===== config.mk =====
export PLATFORM = sky130hd
export DESIGN_NAME = pmc_top
export DESIGN_NICKNAME = d
export VERILOG_FILES = /design/src/inc/pmc_pkg.sv /design/src/rtl/pmc_sync.sv /design/src/rtl/pmc_iir.sv /design/src/rtl/pmc_top.sv
export SDC_FILE = /design/constraint.sdc
export NUM_CORES = 1
export LEC_CHECK = 0
export ABC_AREA = 0
export BUFFER_PORTS_ARGS = -buffer_cell sky130_fd_sc_hd__buf_2
export CAP_MARGIN = 20
export CORE_MARGIN = 1
export CORE_UTILIZATION = 56
export CTS_CLUSTER_SIZE = 24
export DETAILED_ROUTE_END_ITERATION = 10
export HOLD_SLACK_MARGIN = 0.02
export PLACE_DENSITY = 0.78
export SLEW_MARGIN = 0
export SYNTH_ARGS = -nofsm -noshare
export SYNTH_HDL_FRONTEND = slang
export SYNTH_SLANG_ARGS = --single-unit

===== constraint.sdc =====
create_clock -name hclk -period 5.1 [get_ports hclk]
set_clock_uncertainty 0.1 [all_clocks]
set_input_delay 0.765 -clock hclk [delete_from_list [all_inputs] [get_ports hclk]]
set_output_delay 0.765 -clock hclk [all_outputs]
set_load 0.05 [all_outputs]

===== src/inc/pmc_pkg.sv =====
// Shared constants for the pressure measurement control block.
package pmc_pkg;

   // -----------------------------------------------------------------
   // Register map (byte addresses on the AHB-Lite slave)
   // -----------------------------------------------------------------
   localparam int ADDR_W = 6; // Decoded address bits.
   localparam logic [5:0] A_ID = 6'h00; // Identification register.
   localparam logic [5:0] A_CMD = 6'h04; // Command register.
   localparam logic [5:0] A_MODE = 6'h08; // Power mode and output rate.
   localparam logic [5:0] A_OSR = 6'h0c; // Oversampling and enable.
   localparam logic [5:0] A_FSEL = 6'h10; // FIFO frame selection.
   localparam logic [5:0] A_IIR = 6'h14; // Filter coefficients.
   localparam logic [5:0] A_DSP = 6'h18; // Flush and source selects.
   localparam logic [5:0] A_NVM = 6'h1c; // NVM operation register.
   localparam logic [5:0] A_STAT = 6'h20; // Status.
   localparam logic [5:0] A_TEMP = 6'h24; // Temperature data.
   localparam logic [5:0] A_PRESS = 6'h28; // Pressure data.

   // -----------------------------------------------------------------
   // Field layout and codes
   // -----------------------------------------------------------------
   localparam int F_ODR = 2; // Output rate field, five bits.
   localparam int F_DDIS = 7; // Deep standby disable bit.
   localparam int F_OSRP = 3; // Pressure oversampling field.
   localparam int F_PEN = 6; // Pressure enable bit.
   localparam int F_IIRP = 3; // Pressure filter field.
   localparam int F_SEL = 1; // First of five source select bits.
   localparam logic [7:0] ID_VALUE = 8'h5a; // Arbitrary identity value.
   localparam logic [7:0] CMD_SRST = 8'hb6; // Soft reset command.
   localparam logic [1:0] M_STBY = 2'b00; // Standby.
   localparam logic [1:0] M_NORM = 2'b01; // Normal.
   localparam logic [1:0] M_FORC = 2'b10; // Forced.
   localparam logic [1:0] M_CONT = 2'b11; // Continuous.
   localparam logic [4:0] ODR_DEEP_MIN = 5'h10; // Slow codes allow deep.
   localparam int DW = 24; // Sample width.

   // -----------------------------------------------------------------
   // Timing
   // -----------------------------------------------------------------
   localparam int CLK_PERIOD_NS = 25; // 40 MHz clock.
   localparam int T_STANDBY_NS = 2000; // Longest standby transition.
   localparam int T_POWERUP_NS = 20000; // Least power-up time.
   localparam int T_SOFTRES_NS = 10000; // Least soft reset time.
   localparam int T_RECONF_NS = 5000; // Least reconfiguration time.
   localparam int T_RECONF_DEEP_NS = 10000; // Same from deep standby.
   localparam int T_CONV_UNIT_NS = 1000; // Conversion time per factor.
   localparam int T_ODR_UNIT_NS = 200000; // Output period per rate code.
   localparam logic [23:0] STANDBY_CYC = 24'(T_STANDBY_NS / CLK_PERIOD_NS);
   localparam logic [23:0] POWERUP_CYC =
      24'((T_POWERUP_NS + CLK_PERIOD_NS - 1) / CLK_PERIOD_NS);
   localparam logic [23:0] SOFTRES_CYC =
      24'((T_SOFTRES_NS + CLK_PERIOD_NS - 1) / CLK_PERIOD_NS);
   localparam logic [23:0] RECONF_CYC =
      24'((T_RECONF_NS + CLK_PERIOD_NS - 1) / CLK_PERIOD_NS);
   localparam logic [23:0] RECONF_DEEP_CYC =
      24'((T_RECONF_DEEP_NS + CLK_PERIOD_NS - 1) / CLK_PERIOD_NS);
   localparam logic [23:0] CONV_UNIT_CYC =
      24'((T_CONV_UNIT_NS + CLK_PERIOD_NS - 1) / CLK_PERIOD_NS);

   // Sequencer states.
   typedef enum logic [2:0] {
      S_BOOT, S_STBY, S_GOSTBY, S_WAIT, S_CONV_T, S_CONV_P, S_IDLE
   } pmc_state_t;

endpackage


===== src/rtl/pmc_sync.sv =====
// Two-flop synchroniser for the raw sample inputs.
`timescale 1ns/1ps
module pmc_sync #(
   parameter int W = 48 // Width of the synchronised bus.
) (
   input wire logic hclk, // System clock.
   input wire logic hresetn, // Asynchronous reset, active low.
   input wire logic ce, // Clock enable.
   input wire logic [W-1:0] d, // Asynchronous input.
   output logic [W-1:0] q // Synchronised output.
);

   logic [W-1:0] meta_r; // First stage, read only by the second.

   // Both stages advance together while enabled.
   always_ff @(posedge hclk or negedge hresetn) begin
      if (!hresetn) begin
         meta_r <= '0;
         q <= '0;
      end else if (ce) begin
         meta_r <= d;
         q <= meta_r;
      end
   end

endmodule // pmc_sync


===== src/rtl/pmc_iir.sv =====
// One channel of the low-pass filter with a power-of-two denominator.
`timescale 1ns/1ps
module pmc_iir
   import pmc_pkg::*;
(
   input wire logic hclk, // System clock.
   input wire logic hresetn, // Asynchronous reset, active low.
   input wire logic ce, // Clock enable.
   input wire logic clr, // Empties the filter state.
   input wire logic load, // A new raw sample is present.
   input wire logic [2:0] code, // Coefficient code, zero bypasses.
   input wire logic [pmc_pkg::DW-1:0] din, // Raw sample.
   output logic [pmc_pkg::DW-1:0] dout // Filtered value.
);

   logic primed_r; // State holds a valid previous value.
   logic [DW+7:0] acc; // Previous times coefficient plus new sample.

   // Coefficient is 2^code - 1, so the product is a shift minus the
   // value and the divide by coefficient plus one is a right shift.
   always_comb begin
      acc = ({8'h00, dout} << code) - {8'h00, dout} + {8'h00, din};
   end

   // Bypass or first sample after a clear load the raw value directly.
   always_ff @(posedge hclk or negedge hresetn) begin
      if (!hresetn) begin
         dout <= '0;
         primed_r <= 1'b0;
      end else if (ce) begin
         // A clear that meets a sample restarts from that sample.
         if (load) begin
            primed_r <= 1'b1;
            if (code == 3'h0 || !primed_r || clr) begin
               dout <= din;
            end else begin
               dout <= DW'(acc >> code);
            end
         end else if (clr) begin
            primed_r <= 1'b0;
         end
      end
   end

endmodule // pmc_iir


===== src/rtl/pmc_top.sv =====
// Power mode sequencer, measurement control and register file.
//
// The address map and the AHB-Lite slave port were decided locally.
`timescale 1ns/1ps
// Summary of operation
// - Continuous mode ignores rate, no idle phase.
// - Mode code zero reaches standby within limit.
// - Mode field reads back the actual mode.
// - From standby, mode write starts chosen mode.
// - First measurement starts on mode entry.
// - Standby-only writes dropped outside standby.
// - NVM, FIFO and filter settings are standby-only.
// - Command 0xb6 resets, ready after delay.
// - Pressure measured if enabled or frame selects.
// - Conversion time scales with oversampling.
// - Three-bit oversampling codes, factor doubles.
// - Oversampling change, or rate change in normal mode, restarts after reconfiguration time, except in forced mode.
// - Filter: previous times coefficient plus sample.
// - Three-bit filter codes, zero bypasses.
// - Filter cleared entering normal or continuous.
// - Flush bit clears filter on demand.
// - Five bits select filtered or raw sources.
// - Reset and soft reset settle in deep standby.
// - Active modes change only through standby.
// - Forced mode measures once, returns to standby.
// - Normal mode alternates measure and idle phases.
module pmc_top
   import pmc_pkg::*;
#(
   parameter int unsigned ODR_UNIT_CYC =
      pmc_pkg::T_ODR_UNIT_NS / pmc_pkg::CLK_PERIOD_NS // Rate step.
) (
   input wire logic hclk, // System clock, 40 MHz.
   input wire logic hresetn, // Asynchronous reset, active low.
   input wire logic ce, // Clock enable, freezes state when low.
   input wire logic hsel, // Slave select.
   input wire logic [31:0] haddr, // Byte address.
   input wire logic [1:0] htrans, // Transfer type.
   input wire logic hwrite, // Write strobe.
   input wire logic [2:0] hsize, // Transfer size.
   input wire logic [31:0] hwdata, // Write data.
   input wire logic hready, // Bus ready.
   output logic [31:0] hrdata, // Read data.
   output logic hreadyout, // Slave ready.
   output logic hresp, // Response, always OKAY.
   input wire logic [pmc_pkg::DW-1:0] raw_temp, // Raw temperature pins.
   input wire logic [pmc_pkg::DW-1:0] raw_press, // Raw pressure pins.
   output logic conv_busy, // A conversion is running.
   output logic conv_press, // The running conversion is pressure.
   output logic fifo_wr, // One-cycle strobe for new FIFO data.
   output logic [pmc_pkg::DW-1:0] fifo_t_data, // Temperature to FIFO.
   output logic [pmc_pkg::DW-1:0] fifo_p_data, // Pressure to FIFO.
   output logic [pmc_pkg::DW-1:0] oor_p_data // Pressure to range check.
);

   // ----------------------------------------------------------------
   // Declarations
   // ----------------------------------------------------------------
   pmc_state_t state_r; // Sequencer state.
   logic [23:0] cnt_r; // Phase counter.
   logic [23:0] per_r; // Output period counter for normal mode.
   logic [1:0] cur_mode_r; // Mode actually in force.
   logic [7:0] mode_r; // Rate and deep disable; mode bits unused.
   logic [6:0] osr_r; // Oversampling codes and pressure enable.
   logic [1:0] fsel_r; // FIFO frame selection.
   logic [5:0] iir_r; // Filter codes.
   logic [5:0] dsp_r; // Source selects; bit 0 reads as zero.
   logic [7:0] nvm_r; // NVM operation register.
   logic srst_r; // Soft reset pulse.
   logic flush_r; // Filter flush pulse.
   logic fclr_r; // Filter clear on mode entry.
   logic done_r; // Measurement finished this cycle.
   logic done_d_r; // Filter outputs are valid.
   logic dph_wr_r; // Data phase of a write is pending.
   logic [ADDR_W-1:0] dph_addr_r; // Address of the pending write.
   logic [DW-1:0] temp_r; // Temperature data register.
   logic [DW-1:0] press_r; // Pressure data register.
   logic [2*DW-1:0] raw_s; // Synchronised raw samples.
   logic [DW-1:0] filt [2]; // Filter outputs, 0 temperature.
   logic [2:0] fcode [2]; // Filter codes per channel.
   logic [DW-1:0] rsamp [2]; // Raw samples per channel.
   logic fload [2]; // Load strobes per channel.
   logic wr_en; // A register write completes now.
   logic mode_wr; // Write to the mode register.
   logic restart; // A change forces a reconfiguration restart.
   logic pt_en; // Pressure will be measured.
   logic deep_ok; // Deep standby conditions hold.
   logic [23:0] conv_t_cyc; // Temperature conversion length.
   logic [23:0] conv_p_cyc; // Pressure conversion length.
   logic [23:0] odr_cyc; // Normal mode output period.
   logic [31:0] rd_mux; // Read data for the address phase.

   // ----------------------------------------------------------------
   // Derived controls
   // ----------------------------------------------------------------

   // Decodes writes and the settings that steer the sequencer.
   always_comb begin
      wr_en = dph_wr_r && (state_r != S_BOOT);
      mode_wr = wr_en && (dph_addr_r == A_MODE);
      pt_en = osr_r[F_PEN] || fsel_r[1];
      deep_ok = !mode_r[F_DDIS] && (mode_r[F_ODR+:5] >= ODR_DEEP_MIN)
         && (fsel_r == 2'b00) && (iir_r == 6'h00);
      conv_t_cyc = CONV_UNIT_CYC << osr_r[2:0];
      conv_p_cyc = CONV_UNIT_CYC << osr_r[F_OSRP+:3];
      odr_cyc = 24'(ODR_UNIT_CYC * (32'(mode_r[F_ODR+:5]) + 32'd1));
      restart = (wr_en && dph_addr_r == A_OSR && hwdata[6:0] != osr_r)
         || (mode_wr && cur_mode_r == M_NORM
         && hwdata[F_ODR+:5] != mode_r[F_ODR+:5]);
   end

   // ----------------------------------------------------------------
   // AHB-Lite slave
   // ----------------------------------------------------------------

   // Read multiplexer; unmapped addresses and boot time read zero.
   always_comb begin
      rd_mux = 32'h0000_0000;
      if (state_r != S_BOOT) begin
         case (haddr[ADDR_W-1:0])
            A_ID: rd_mux = {24'h00_0000, ID_VALUE};
            A_MODE: rd_mux = {24'h00_0000, mode_r[7:2], cur_mode_r};
            A_OSR: rd_mux = {25'h000_0000, osr_r};
            A_FSEL: rd_mux = {30'h0000_0000, fsel_r};
            A_IIR: rd_mux = {26'h000_0000, iir_r};
            A_DSP: rd_mux = {26'h000_0000, dsp_r};
            A_NVM: rd_mux = {24'h00_0000, nvm_r};
            A_STAT: rd_mux = {28'h000_0000, conv_busy, pt_en,
               state_r == S_STBY && deep_ok, 1'b1};
            A_TEMP: rd_mux = {8'h00, temp_r};
            A_PRESS: rd_mux = {8'h00, press_r};
            default: rd_mux = 32'h0000_0000;
         endcase
      end
   end

   // Takes each address phase; the slave never inserts wait states.
   always_ff @(posedge hclk or negedge hresetn) begin
      if (!hresetn) begin
         dph_wr_r <= 1'b0;
         dph_addr_r <= '0;
         hrdata <= 32'h0000_0000;
         hreadyout <= 1'b1;
         hresp <= 1'b0;
      end else if (ce) begin
         hreadyout <= 1'b1;
         hresp <= 1'b0;
         dph_wr_r <= hsel && htrans[1] && hready && hwrite;
         dph_addr_r <= haddr[ADDR_W-1:0];
         if (hsel && htrans[1] && hready && !hwrite) begin
            hrdata <= rd_mux;
         end
      end
   end

   // ----------------------------------------------------------------
   // Configuration registers
   // ----------------------------------------------------------------

   // Registers writable in any mode; a soft reset restores them.
   always_ff @(posedge hclk or negedge hresetn) begin
      if (!hresetn) begin
         mode_r <= {1'b0, ODR_DEEP_MIN, M_STBY};
         osr_r <= 7'h00;
         dsp_r <= 6'h00;
         srst_r <= 1'b0;
         flush_r <= 1'b0;
      end else if (ce) begin
         srst_r <= wr_en && dph_addr_r == A_CMD
            && hwdata[7:0] == CMD_SRST;
         flush_r <= wr_en && dph_addr_r == A_DSP && hwdata[0];
         if (srst_r) begin
            mode_r <= {1'b0, ODR_DEEP_MIN, M_STBY};
            osr_r <= 7'h00;
            dsp_r <= 6'h00;
         end else if (wr_en) begin
            case (dph_addr_r)
               A_MODE: mode_r <= {hwdata[7:2], 2'b00};
               A_OSR: osr_r <= hwdata[6:0];
               A_DSP: dsp_r <= {hwdata[5:1], 1'b0};
               default: ;
            endcase
         end
      end
   end

   // Standby-only registers drop writes in any other mode.
   always_ff @(posedge hclk or negedge hresetn) begin
      if (!hresetn) begin
         fsel_r <= 2'b00;
         iir_r <= 6'h00;
         nvm_r <= 8'h00;
      end else if (ce) begin
         if (srst_r) begin
            fsel_r <= 2'b00;
            iir_r <= 6'h00;
            nvm_r <= 8'h00;
         end else if (wr_en && state_r == S_STBY) begin
            case (dph_addr_r)
               A_FSEL: fsel_r <= hwdata[1:0];
               A_IIR: iir_r <= hwdata[5:0];
               A_NVM: nvm_r <= hwdata[7:0];
               default: ;
            endcase
         end
      end
   end

   // ----------------------------------------------------------------
   // Mode sequencer
   // ----------------------------------------------------------------

   // Walks the power modes and the conversion phases.
   always_ff @(posedge hclk or negedge hresetn) begin
      if (!hresetn) begin
         state_r <= S_BOOT;
         cnt_r <= POWERUP_CYC;
         cur_mode_r <= M_STBY;
         fclr_r <= 1'b0;
         done_r <= 1'b0;
      end else if (ce) begin
         fclr_r <= 1'b0;
         done_r <= 1'b0;
         if (srst_r) begin
            state_r <= S_BOOT;
            cnt_r <= SOFTRES_CYC;
            cur_mode_r <= M_STBY;
            fclr_r <= 1'b1;
         end else begin
            case (state_r)
               S_BOOT: begin
                  if (cnt_r == 24'h00_0000) begin
                     state_r <= S_STBY;
                  end else begin
                     cnt_r <= cnt_r - 24'h00_0001;
                  end
               end
               S_STBY: begin
                  if (mode_wr && hwdata[1:0] != M_STBY) begin
                     cur_mode_r <= hwdata[1:0];
                     state_r <= S_CONV_T;
                     cnt_r <= conv_t_cyc;
                     fclr_r <= hwdata[1:0] != M_FORC;
                  end
               end
               S_GOSTBY: begin
                  if (cnt_r == 24'h00_0000) begin
                     state_r <= S_STBY;
                     cur_mode_r <= M_STBY;
                  end else begin
                     cnt_r <= cnt_r - 24'h00_0001;
                  end
               end
               default: begin
                  if (mode_wr && hwdata[1:0] == M_STBY) begin
                     state_r <= S_GOSTBY;
                     cnt_r <= STANDBY_CYC;
                  end else if (restart && cur_mode_r != M_FORC) begin
                     state_r <= S_WAIT;
                     cnt_r <= (cur_mode_r == M_NORM && deep_ok) ?
                        RECONF_DEEP_CYC : RECONF_CYC;
                  end else if (state_r == S_IDLE) begin
                     if (per_r == 24'h00_0000) begin
                        state_r <= S_CONV_T;
                        cnt_r <= conv_t_cyc;
                     end
                  end else if (cnt_r != 24'h00_0000) begin
                     cnt_r <= cnt_r - 24'h00_0001;
                  end else if (state_r == S_WAIT) begin
                     state_r <= S_CONV_T;
                     cnt_r <= conv_t_cyc;
                  end else if (state_r == S_CONV_T && pt_en) begin
                     state_r <= S_CONV_P;
                     cnt_r <= conv_p_cyc;
                  end else begin
                     done_r <= 1'b1;
                     case (cur_mode_r)
                        M_FORC: begin
                           state_r <= S_STBY;
                           cur_mode_r <= M_STBY;
                        end
                        M_CONT: begin
                           state_r <= S_CONV_T;
                           cnt_r <= conv_t_cyc;
                        end
                        default: state_r <= S_IDLE;
                     endcase
                  end
               end
            endcase
         end
      end
   end

   // Output period timer, restarted at each temperature phase start.
   always_ff @(posedge hclk or negedge hresetn) begin
      if (!hresetn) begin
         per_r <= 24'h00_0000;
      end else if (ce) begin
         if (state_r != S_CONV_T && state_r != S_CONV_P
            && state_r != S_IDLE) begin
            per_r <= odr_cyc - 24'h00_0003;
         end else if (state_r == S_IDLE && per_r == 24'h00_0000) begin
            per_r <= odr_cyc - 24'h00_0002;
         end else if (per_r != 24'h00_0000) begin
            per_r <= per_r - 24'h00_0001;
         end
      end
   end

   // ----------------------------------------------------------------
   // Sample path
   // ----------------------------------------------------------------

   pmc_sync #(.W(2 * DW)) u_sync (
      .hclk(hclk),
      .hresetn(hresetn),
      .ce(ce),
      .d({raw_press, raw_temp}),
      .q(raw_s)
   );

   // One filter per channel, channel 0 temperature and 1 pressure.
   for (genvar ch = 0; ch < 2; ch++) begin : g_ch
      assign fcode[ch] = iir_r[ch*F_IIRP+:3];
      assign rsamp[ch] = raw_s[ch*DW+:DW];
      assign fload[ch] = done_r && (ch == 0 || pt_en);
      pmc_iir u_iir (
         .hclk(hclk),
         .hresetn(hresetn),
         .ce(ce),
         .clr(fclr_r || flush_r),
         .load(fload[ch]),
         .code(fcode[ch]),
         .din(rsamp[ch]),
         .dout(filt[ch])
      );
   end

   // Routes filtered or raw values to each consumer.
   always_ff @(posedge hclk or negedge hresetn) begin
      if (!hresetn) begin
         done_d_r <= 1'b0;
         fifo_wr <= 1'b0;
         temp_r <= '0;
         press_r <= '0;
         fifo_t_data <= '0;
         fifo_p_data <= '0;
         oor_p_data <= '0;
         conv_busy <= 1'b0;
         conv_press <= 1'b0;
      end else if (ce) begin
         conv_busy <= state_r == S_CONV_T || state_r == S_CONV_P;
         conv_press <= state_r == S_CONV_P;
         done_d_r <= done_r;
         fifo_wr <= done_d_r && fsel_r != 2'b00;
         if (done_d_r) begin
            temp_r <= dsp_r[F_SEL] ? filt[0] : rsamp[0];
            fifo_t_data <= dsp_r[F_SEL+1] ? filt[0] : rsamp[0];
            if (pt_en) begin
               press_r <= dsp_r[F_SEL+2] ? filt[1] : rsamp[1];
               fifo_p_data <= dsp_r[F_SEL+3] ? filt[1] : rsamp[1];
               oor_p_data <= dsp_r[F_SEL+4] ? filt[1] : rsamp[1];
            end
         end
      end
   end

endmodule // pmc_top


==> impl_metrics.csv, run 1 <==
group,metric,value,unit
yosys,synth.distinct_cells,92,
clock_network,cts_max_path_buffers,3,
timing,fmax,201.4,MHz
detailed_routing,final_antenna_net_count,0,
worst_setup_path,cp-end-kind,"flip-flop",
yosys,syn_avg_cell_area,8.942,um^2
timing,slew_headroom,26.81,%
detailed_routing,wl_per_cell,22.27,um
pwr,fin_total_pwr,22.94,mW
die,rows,82,
yosys,ys.flop_type,"dfrtp_1",
pwr,p_leak,14.48,nW
die,initial_utilization,56.84,%
detailed_routing,drt_drc_violations_left,0,
detailed_routing,wl,89.89,mm
timing,worst_pin_slew,1.089,ns
die,dieArea,51940,um^2
worst_setup_path,critPathMaxStageDelay,0.55,ns
worst_setup_path,critPathRequiredTime,5.51,ns
timing,drv_slew,0,
clock_network,clk_pin_slew_worst_paths,0.06,ns
yosys,async_flop_share,100.0,%
yosys,synth_edf_count,0,
clock_network,cts_tree,"yes",
timing,timing.hold.ws,0.1731,ns
pwr,powerDensity,713.5,nW/um^2
die,die_w,227.9,um
detailed_routing,drt_iter0_drc,2832,
clock_network,postCtsHoldBufs,0,
timing,setup_tns,0,ns
yosys,synth_seq_cells,392,
timing,finalSetupViolations,0,
min_path,hold_class,"primary input to async pin",
global_routing,antenna_found_initial,1,
cells_and_area,multi_input_area,17250,um^2
clock_network,root_buffer,"clkbuf_16",
cells_and_area,fillers,4157,
detailed_routing,vias_per_cell,6.460,
worst_setup_path,crit_chain,"nand3_1 -> xnor2_2 -> fa_1 -> buf_4 -> fa_1 -> fa_1 -> inv_1 -> ha_1 -> a21boi_2 -> o21a_1 -> o211ai_1 -> a21oi_2 -> or2_2 -> or4_4 -> a31oi_2",
global_routing,grt_max_degree,119,
worst_setup_path,cp_slowest_cell,"fa_1",
global_routing,grt_overflow_total,0,
die,fp.coreArea,50270,um^2
clock_network,ctsHtreeMaxLevel,2,
cells_and_area,syn2layout_area_growth,12.48,%
clock_network,clk_latency,0.61,ns
worst_setup_path,cpMostUsedCell,"fa_1",
cells_and_area,register_area,9823,um^2
worst_setup_path,cp.arrival,5.37,ns
die,die_y,227.9,um
worst_setup_path,worstSetupPathType,"flip-flop to flip-flop",
cells_and_area,drive_gt1_share,17.12,%
cells_and_area,finalNonFillerCells,4036,
placed_design,dp.cells,3944,
detailed_routing,vias,26070,
worst_setup_path,worstRegToRegCells,15,
timing,final.period_utilization,97.34,%
global_routing,grt_use_total,34.23,%
timing,hold_violations,0,
cells_and_area,final_nets,3604,
yosys,synth_area,28580,um^2
yosys,ys_seq_area_share,34.34,%
worst_setup_path,rrSetupSlack,0.14,ns
worst_setup_path,setup.worst_path.start_class,"flip-flop",
timing,period_minus_slack,4.964,ns
detailed_routing,first_pass_iters,8,
placed_design,io_buffers,167,
clock_network,clock_sinks,392,
global_routing,grt_pass1_wl,141.8,mm
placed_design,hpwl,66.46,mm
die,num_io_pins,232,
yosys,ys_warn_count,0,
run_status,run_status,"finished, final reports clean",
worst_setup_path,r2r_start,"mode_r[4]$_DFFE_PN0P_",
flow_run,max-cap-violations,0,
placed_design,place_congestion,0.9957,
pwr,ir_drop,0.0004409,V
yosys,synthCells,3196,
cells_and_area,antenna_cells,0,
clock_network,numCtsBuffers,44,
worst_setup_path,r2r_end,"per_r[21]$_DFFE_PN0P_",
worst_setup_path,crit_path_max_fanout,8,
global_routing,grt_pass1_vias,25230,
## placed cells by master (no fill, tap or decap), types with 11 or more instances in the layout
cell,instances
nand4_1,27
o21ai_0,339
nand2_1,394
o21a_1,29
nor2b_1,34
nor3_1,65
a211oi_1,32
a21o_1,22
a221oi_1,13
inv_1,220
xor2_1,51
o31ai_1,26
and3_1,13
fa_1,59
xnor2_1,50
a31oi_1,27
nor2_1,148
ha_1,88
or3_1,26
nand2b_1,12
mux4_2,40
and2_1,11
nand3_1,67
a22oi_1,26
o211ai_1,23
clkbuf_16,44
nor4_1,20
a21oi_1,170
mux2_2,106
buf_4,113
dfrtp_1,383
o22ai_1,23
buf_2,166
mux2i_1,228
## stage by stage
step | cell area [um^2] | setup slack (ns) | utilization, %
2_1_floorplan | 28610 | 0.004644 | -
3_3_place_gp | 30400 | 0.1087 | 60.46
3_5_place_dp | 30400 | 0.04094 | 60.46
4_1_cts | 31910 | 0.03613 | 63.46
5_1_grt | 32140 | -0.08730 | 63.94
6_report | 32140 | 0.1358 | 63.94
## registers in the layout, indices dropped and copies added, names as in the netlist, 2 cells and up
name                 cells
cnt_r                   24
cur_mode_r               2
dph_addr_r               6
dsp_r                    5
fifo_p_data             24
fifo_t_data             24
fsel_r                   2
g_ch.u_iir.dout         48
g_ch.u_iir.primed_r      2
hrdata                  24
iir_r                    6
mode_r                   6
nvm_r                    8
oor_p_data              24
osr_r                    7
per_r                   24
press_r                 24
state_r                  3
temp_r                  24
u_sync.meta_r           48
u_sync.q                48
## repair_timing
item	CTS	global route
buffers inserted	0	11
gates resized for setup	1	31
setup endpoints to repair	1	18
pin swaps	0	4
endpoints found under the hold margin	0	0
## power by group
| group | total (mW) | internal [mW] | leakage [nW] | switching [mW] |
|---|---|---|---|---|
| sequential | 4.74 | 3.81 | 5.00 | 0.931 |
| combinational | 14.8 | 5.85 | 8.76 | 8.98 |
| clock | 3.37 | 1.95 | 0.732 | 1.42 |
## worst max path at each step
stage                                from                    end  slack [ns]  depth (start not counted)
floorplan           mode_r[3]$_DFFE_PN0P_  per_r[19]$_DFFE_PN0P_       0.005                         18
global placement    mode_r[3]$_DFFE_PN0P_  per_r[19]$_DFFE_PN0P_        0.11                         17
detailed placement  mode_r[3]$_DFFE_PN0P_  per_r[19]$_DFFE_PN0P_        0.04                         17
CTS                 mode_r[3]$_DFFE_PN0P_  per_r[21]$_DFFE_PN0P_        0.04                         18
global route        mode_r[4]$_DFFE_PN0P_  per_r[21]$_DFFE_PN0P_       -0.09                         15
finish              mode_r[4]$_DFFE_PN0P_  per_r[21]$_DFFE_PN0P_        0.14                         15
## cells by family after synthesis
kind of cell,count (synthesis),synth area share (%)
compound gates,866,18.84
xor+xnor,104,3.187
fa+ha+maj,151,8.187
buf+inv,435,5.968
flops,392,34.34
mux,374,15.32
other cells,2,0.02628
simple gates,872,14.14
## metal layers
metal	share of wire, %	wire, um	GRT usage, %	up-vias
met3	9.0	8119	6.800	227
met4	3.8	3431	12.88	0
li1	-	-	-	11680
met2	45	40330	52.41	1292
met1	42	38010	48.05	12870
met5	0	0	0	-
## synthesized netlist by cell type (all sizes together), types with 40 or more instances
cell type	n	area, um^2
mux4	40	900.9
a21oi	172	872.1
xor2	51	446.7
nand3	68	340.3
ha	91	1139
mux2i	228	2282
nor2	149	561.8
mux2	106	1194
xnor2	53	464.2
fa	60	1201
buf	52	267.8
nand2	396	1486
o21ai	348	1753
nor3	67	335.3
dfrtp	388	9709
clkbuf	159	596.8
inv	223	837.1
## critical path, delay by kind of cell (launching register included)
| kind | cells | cell delay (ns) |
|---|---|---|
| AO/OA/AOI/OAI | 5 | 0.90 |
| XOR/XNOR | 1 | 0.25 |
| adder cells (fa/ha/maj) | 4 | 1.84 |
| buffers and inverters | 2 | 0.22 |
| flip-flops | 1 | 0.54 |
| AND/OR/NAND/NOR | 3 | 1.04 |
## final cells by class
cell class	count	area share, %
well taps	672	2.616
clock buffers	62	3.947
multi-input cells	2377	53.66
inverters	224	2.616
flip-flops and latches	392	30.56
clock inverters	18	0.7473
repair buffers	291	5.854
No activity file was read; power rests on OpenSTA's default activity.
==> run 2: changes to the inputs <==
--- a/config.mk
+++ b/config.mk
@@ -9,11 +9,12 @@
 export BUFFER_PORTS_ARGS = -buffer_cell sky130_fd_sc_hd__buf_2
 export CAP_MARGIN = 20
 export CORE_MARGIN = 1
-export CORE_UTILIZATION = 56
+export CORE_UTILIZATION = 57
+export CTS_BUF_LIST = sky130_fd_sc_hd__clkbuf_4 sky130_fd_sc_hd__clkbuf_8
 export CTS_CLUSTER_SIZE = 24
 export DETAILED_ROUTE_END_ITERATION = 10
 export HOLD_SLACK_MARGIN = 0.02
-export PLACE_DENSITY = 0.78
+export PLACE_DENSITY = 0.79
 export SLEW_MARGIN = 0
 export SYNTH_ARGS = -nofsm -noshare
 export SYNTH_HDL_FRONTEND = slang
==> run 2 against run 1 <==
  * The flow now finishes with violations (negative hold slack)
  * Worst hold slack worse by 0.18 ns
  * Setup slack worse by 0.073 ns
  * Cell count up 0.17%
  * Via count down 0.53%
  * Core utilization up 1.2 points
  * Combinational power about the same
  * Clock-buffer cell count up 38
  * Critical path depth up 1
  * First-iteration DRC count down 8.7%
  * Flip-flop and latch count unchanged
  * Clock power about the same
==> impl_metrics.csv, run 2 (synthesis results as in run 1) <==
group,metric,value,unit
timing,finalSetupViolations,0,
global_routing,grt_use_total,35.19,%
placed_design,dp.cells,3912,
cells_and_area,final_area,32000,um^2
pwr,fin_total_pwr,22.65,mW
timing,slew_headroom,31.29,%
pwr,power_frac_clock,15.0,%
pwr,ir_drop,0.0004337,V
worst_setup_path,cpMostUsedCell,"buf_4",
worst_setup_path,crit_chain,"buf_4 -> nor2_1 -> nand2b_1 -> fa_1 -> fa_1 -> nor2b_1 -> o2111ai_1 -> a211o_1 -> a211oi_1 -> buf_4 -> nor2_1 -> xnor2_1 -> mux2_2 -> a222oi_1 -> buf_4 -> o221ai_1",
detailed_routing,wl_per_cell,22.20,um
timing,period_minus_slack,5.037,ns
clock_network,ctsHtreeMaxLevel,3,
global_routing,grt_max_degree,174,
timing,fmax,198.5,MHz
clock_network,root_buffer,"clkbuf_8",
global_routing,grt_pass1_vias,25080,
pwr,sw_frac_of_total,49.77,%
worst_setup_path,crit_family,"compound AO/OA/AOI/OAI gates",
worst_setup_path,setup.worst_path.start_class,"flip-flop",
detailed_routing,wl,89.74,mm
cells_and_area,syn2layout_area_growth,11.99,%
cells_and_area,finalNonFillerCells,4043,
global_routing,antenna_found_initial,3,
cells_and_area,register_area,9824,um^2
timing,final.period_utilization,98.76,%
global_routing,grt_overflow_total,0,
clock_network,clk_pin_slew_worst_paths,0.06,ns
clock_network,clk_latency,0.68,ns
placed_design,place_area,30190,um^2
flow_run,max-cap-violations,0,
detailed_routing,vias,25930,
die,dieArea,51040,um^2
pwr,p_leak,14.42,nW
placed_design,place_congestion,0.9587,
clock_network,clock_sinks,392,
cells_and_area,drive_gt1_share,18.02,%
pwr,intPower,11.38,mW
cells_and_area,reg_top3,"g_ch.u_iir.dout x48, u_sync.meta_r x48, u_sync.q x48",
die,die_w,225.9,um
cells_and_area,final_cell_mix,"394 x nand2_1, 380 x dfrtp_1, 338 x o21ai_0",
run_status,run_status,"finished, violations left",
cells_and_area,mostFrequentLayoutCell,"nand2_1",
pwr,pwr-share-comb,64.0,%
global_routing,grt_pass1_wl,139.5,mm
die,die_y,225.9,um
timing,setup_tns,0,ns
die,fp.coreArea,49150,um^2
timing,worst_pin_slew,1.028,ns
placed_design,dpl_worst_slack,-0.01473,ns
worst_setup_path,crit_buf_inv,3,
detailed_routing,drt_drc_violations_left,0,
run_status,violations,"negative hold slack",
placed_design,hpwl,65.96,mm
worst_setup_path,cp-end-kind,"flip-flop",
cells_and_area,fillers,4026,
clock_network,cts_tree,"yes",
die,initial_utilization,58.14,%
worst_setup_path,crit_path_max_fanout,18,
die,num_io_pins,232,
placed_design,io_buffers,167,
timing,timing.hold.ws,-0.003249,ns
pwr,powerDensity,707.6,nW/um^2
clock_network,cts_max_path_buffers,3,
cells_and_area,multi_input_area,17260,um^2
worst_setup_path,worstSetupPathType,"flip-flop to flip-flop",
worst_setup_path,cp_slowest_cell,"fa_1",
timing,hold_violations,1,
timing,setup_ws,0.06299,ns
worst_setup_path,critPathRequiredTime,5.54,ns
detailed_routing,first_pass_iters,6,
cells_and_area,antenna_cells,0,
worst_setup_path,critPathMaxStageDelay,0.50,ns
detailed_routing,final_antenna_net_count,0,
clock_network,numCtsBuffers,71,
worst_setup_path,cp.arrival,5.47,ns
cells_and_area,finalCoreUtilization,65.11,%
die,rows,81,
cells_and_area,final_nets,3601,
timing,drv_slew,0,
detailed_routing,vias_per_cell,6.414,
min_path,hold_class,"primary input to async pin",
pwr,p_sw,11.27,mW
pwr,power_frac_seq,21.0,%
detailed_routing,drt_iter0_drc,2586,
run 2: power groups by stage:
stage / registers, mW / clock network [mW] / logic [mW]
after global placement: 4.73 / 0 / 13.7
after floorplan: 4.98 / 0 / 9.81
after global routing: 4.84 / 3.55 / 15.8
final: 4.77 / 3.39 / 14.5
after CTS: 4.73 / 3.43 / 14.1
after detailed placement: 4.76 / 0 / 14.0
run 2: layout make-up:
class                   count  share of cell area (%)
well taps                 664                   2.596
flip-flops and latches    392                   30.70
inverters                 224                   2.639
clock inverters            25                  0.9617
repair buffers            261                   5.141
multi-input cells        2377                   53.94
clock buffers             100                   4.027
run 2: final timing paths:
kind,startpoint,depth (start not counted),end,slack (ns)
worst max-delay path,iir_r[1]$_DFFE_PN0P_,16,g_ch[0].u_iir.dout[15]$_DFFE_PN0P_,0.06
worst min-delay path,hresetn,1,cnt_r[4]$_DFFE_PN0P_,-0.003
worst max register to register,iir_r[1]$_DFFE_PN0P_,16,g_ch[0].u_iir.dout[15]$_DFFE_PN0P_,0.06
worst min register to register,per_r[7]$_DFFE_PN0P_,2,per_r[7]$_DFFE_PN0P_,0.37
max in group asynchronous,hresetn,2,iir_r[3]$_DFFE_PN0P_,3.62
min in group hclk,raw_press[15],2,u_sync.meta_r[39]$_DFFE_PN0P_,0.22
run 2: layer usage:
layer  part of all wire (%)  routed length (um)  track usage, %
met1                     43               38490           49.56
met2                     45               40220           53.42
met3                    8.9                7967           7.260
met4                    3.4                3027           12.90
met5                  0.035                  31               0
run 2: repair_timing:
item                                    4_1_cts  5_1_grt
endpoints found under the setup margin        0       20
resized for setup                             0       41
buffers inserted                              0        6
hold buffers                                  0        0
hold endpoints to repair                      0        0
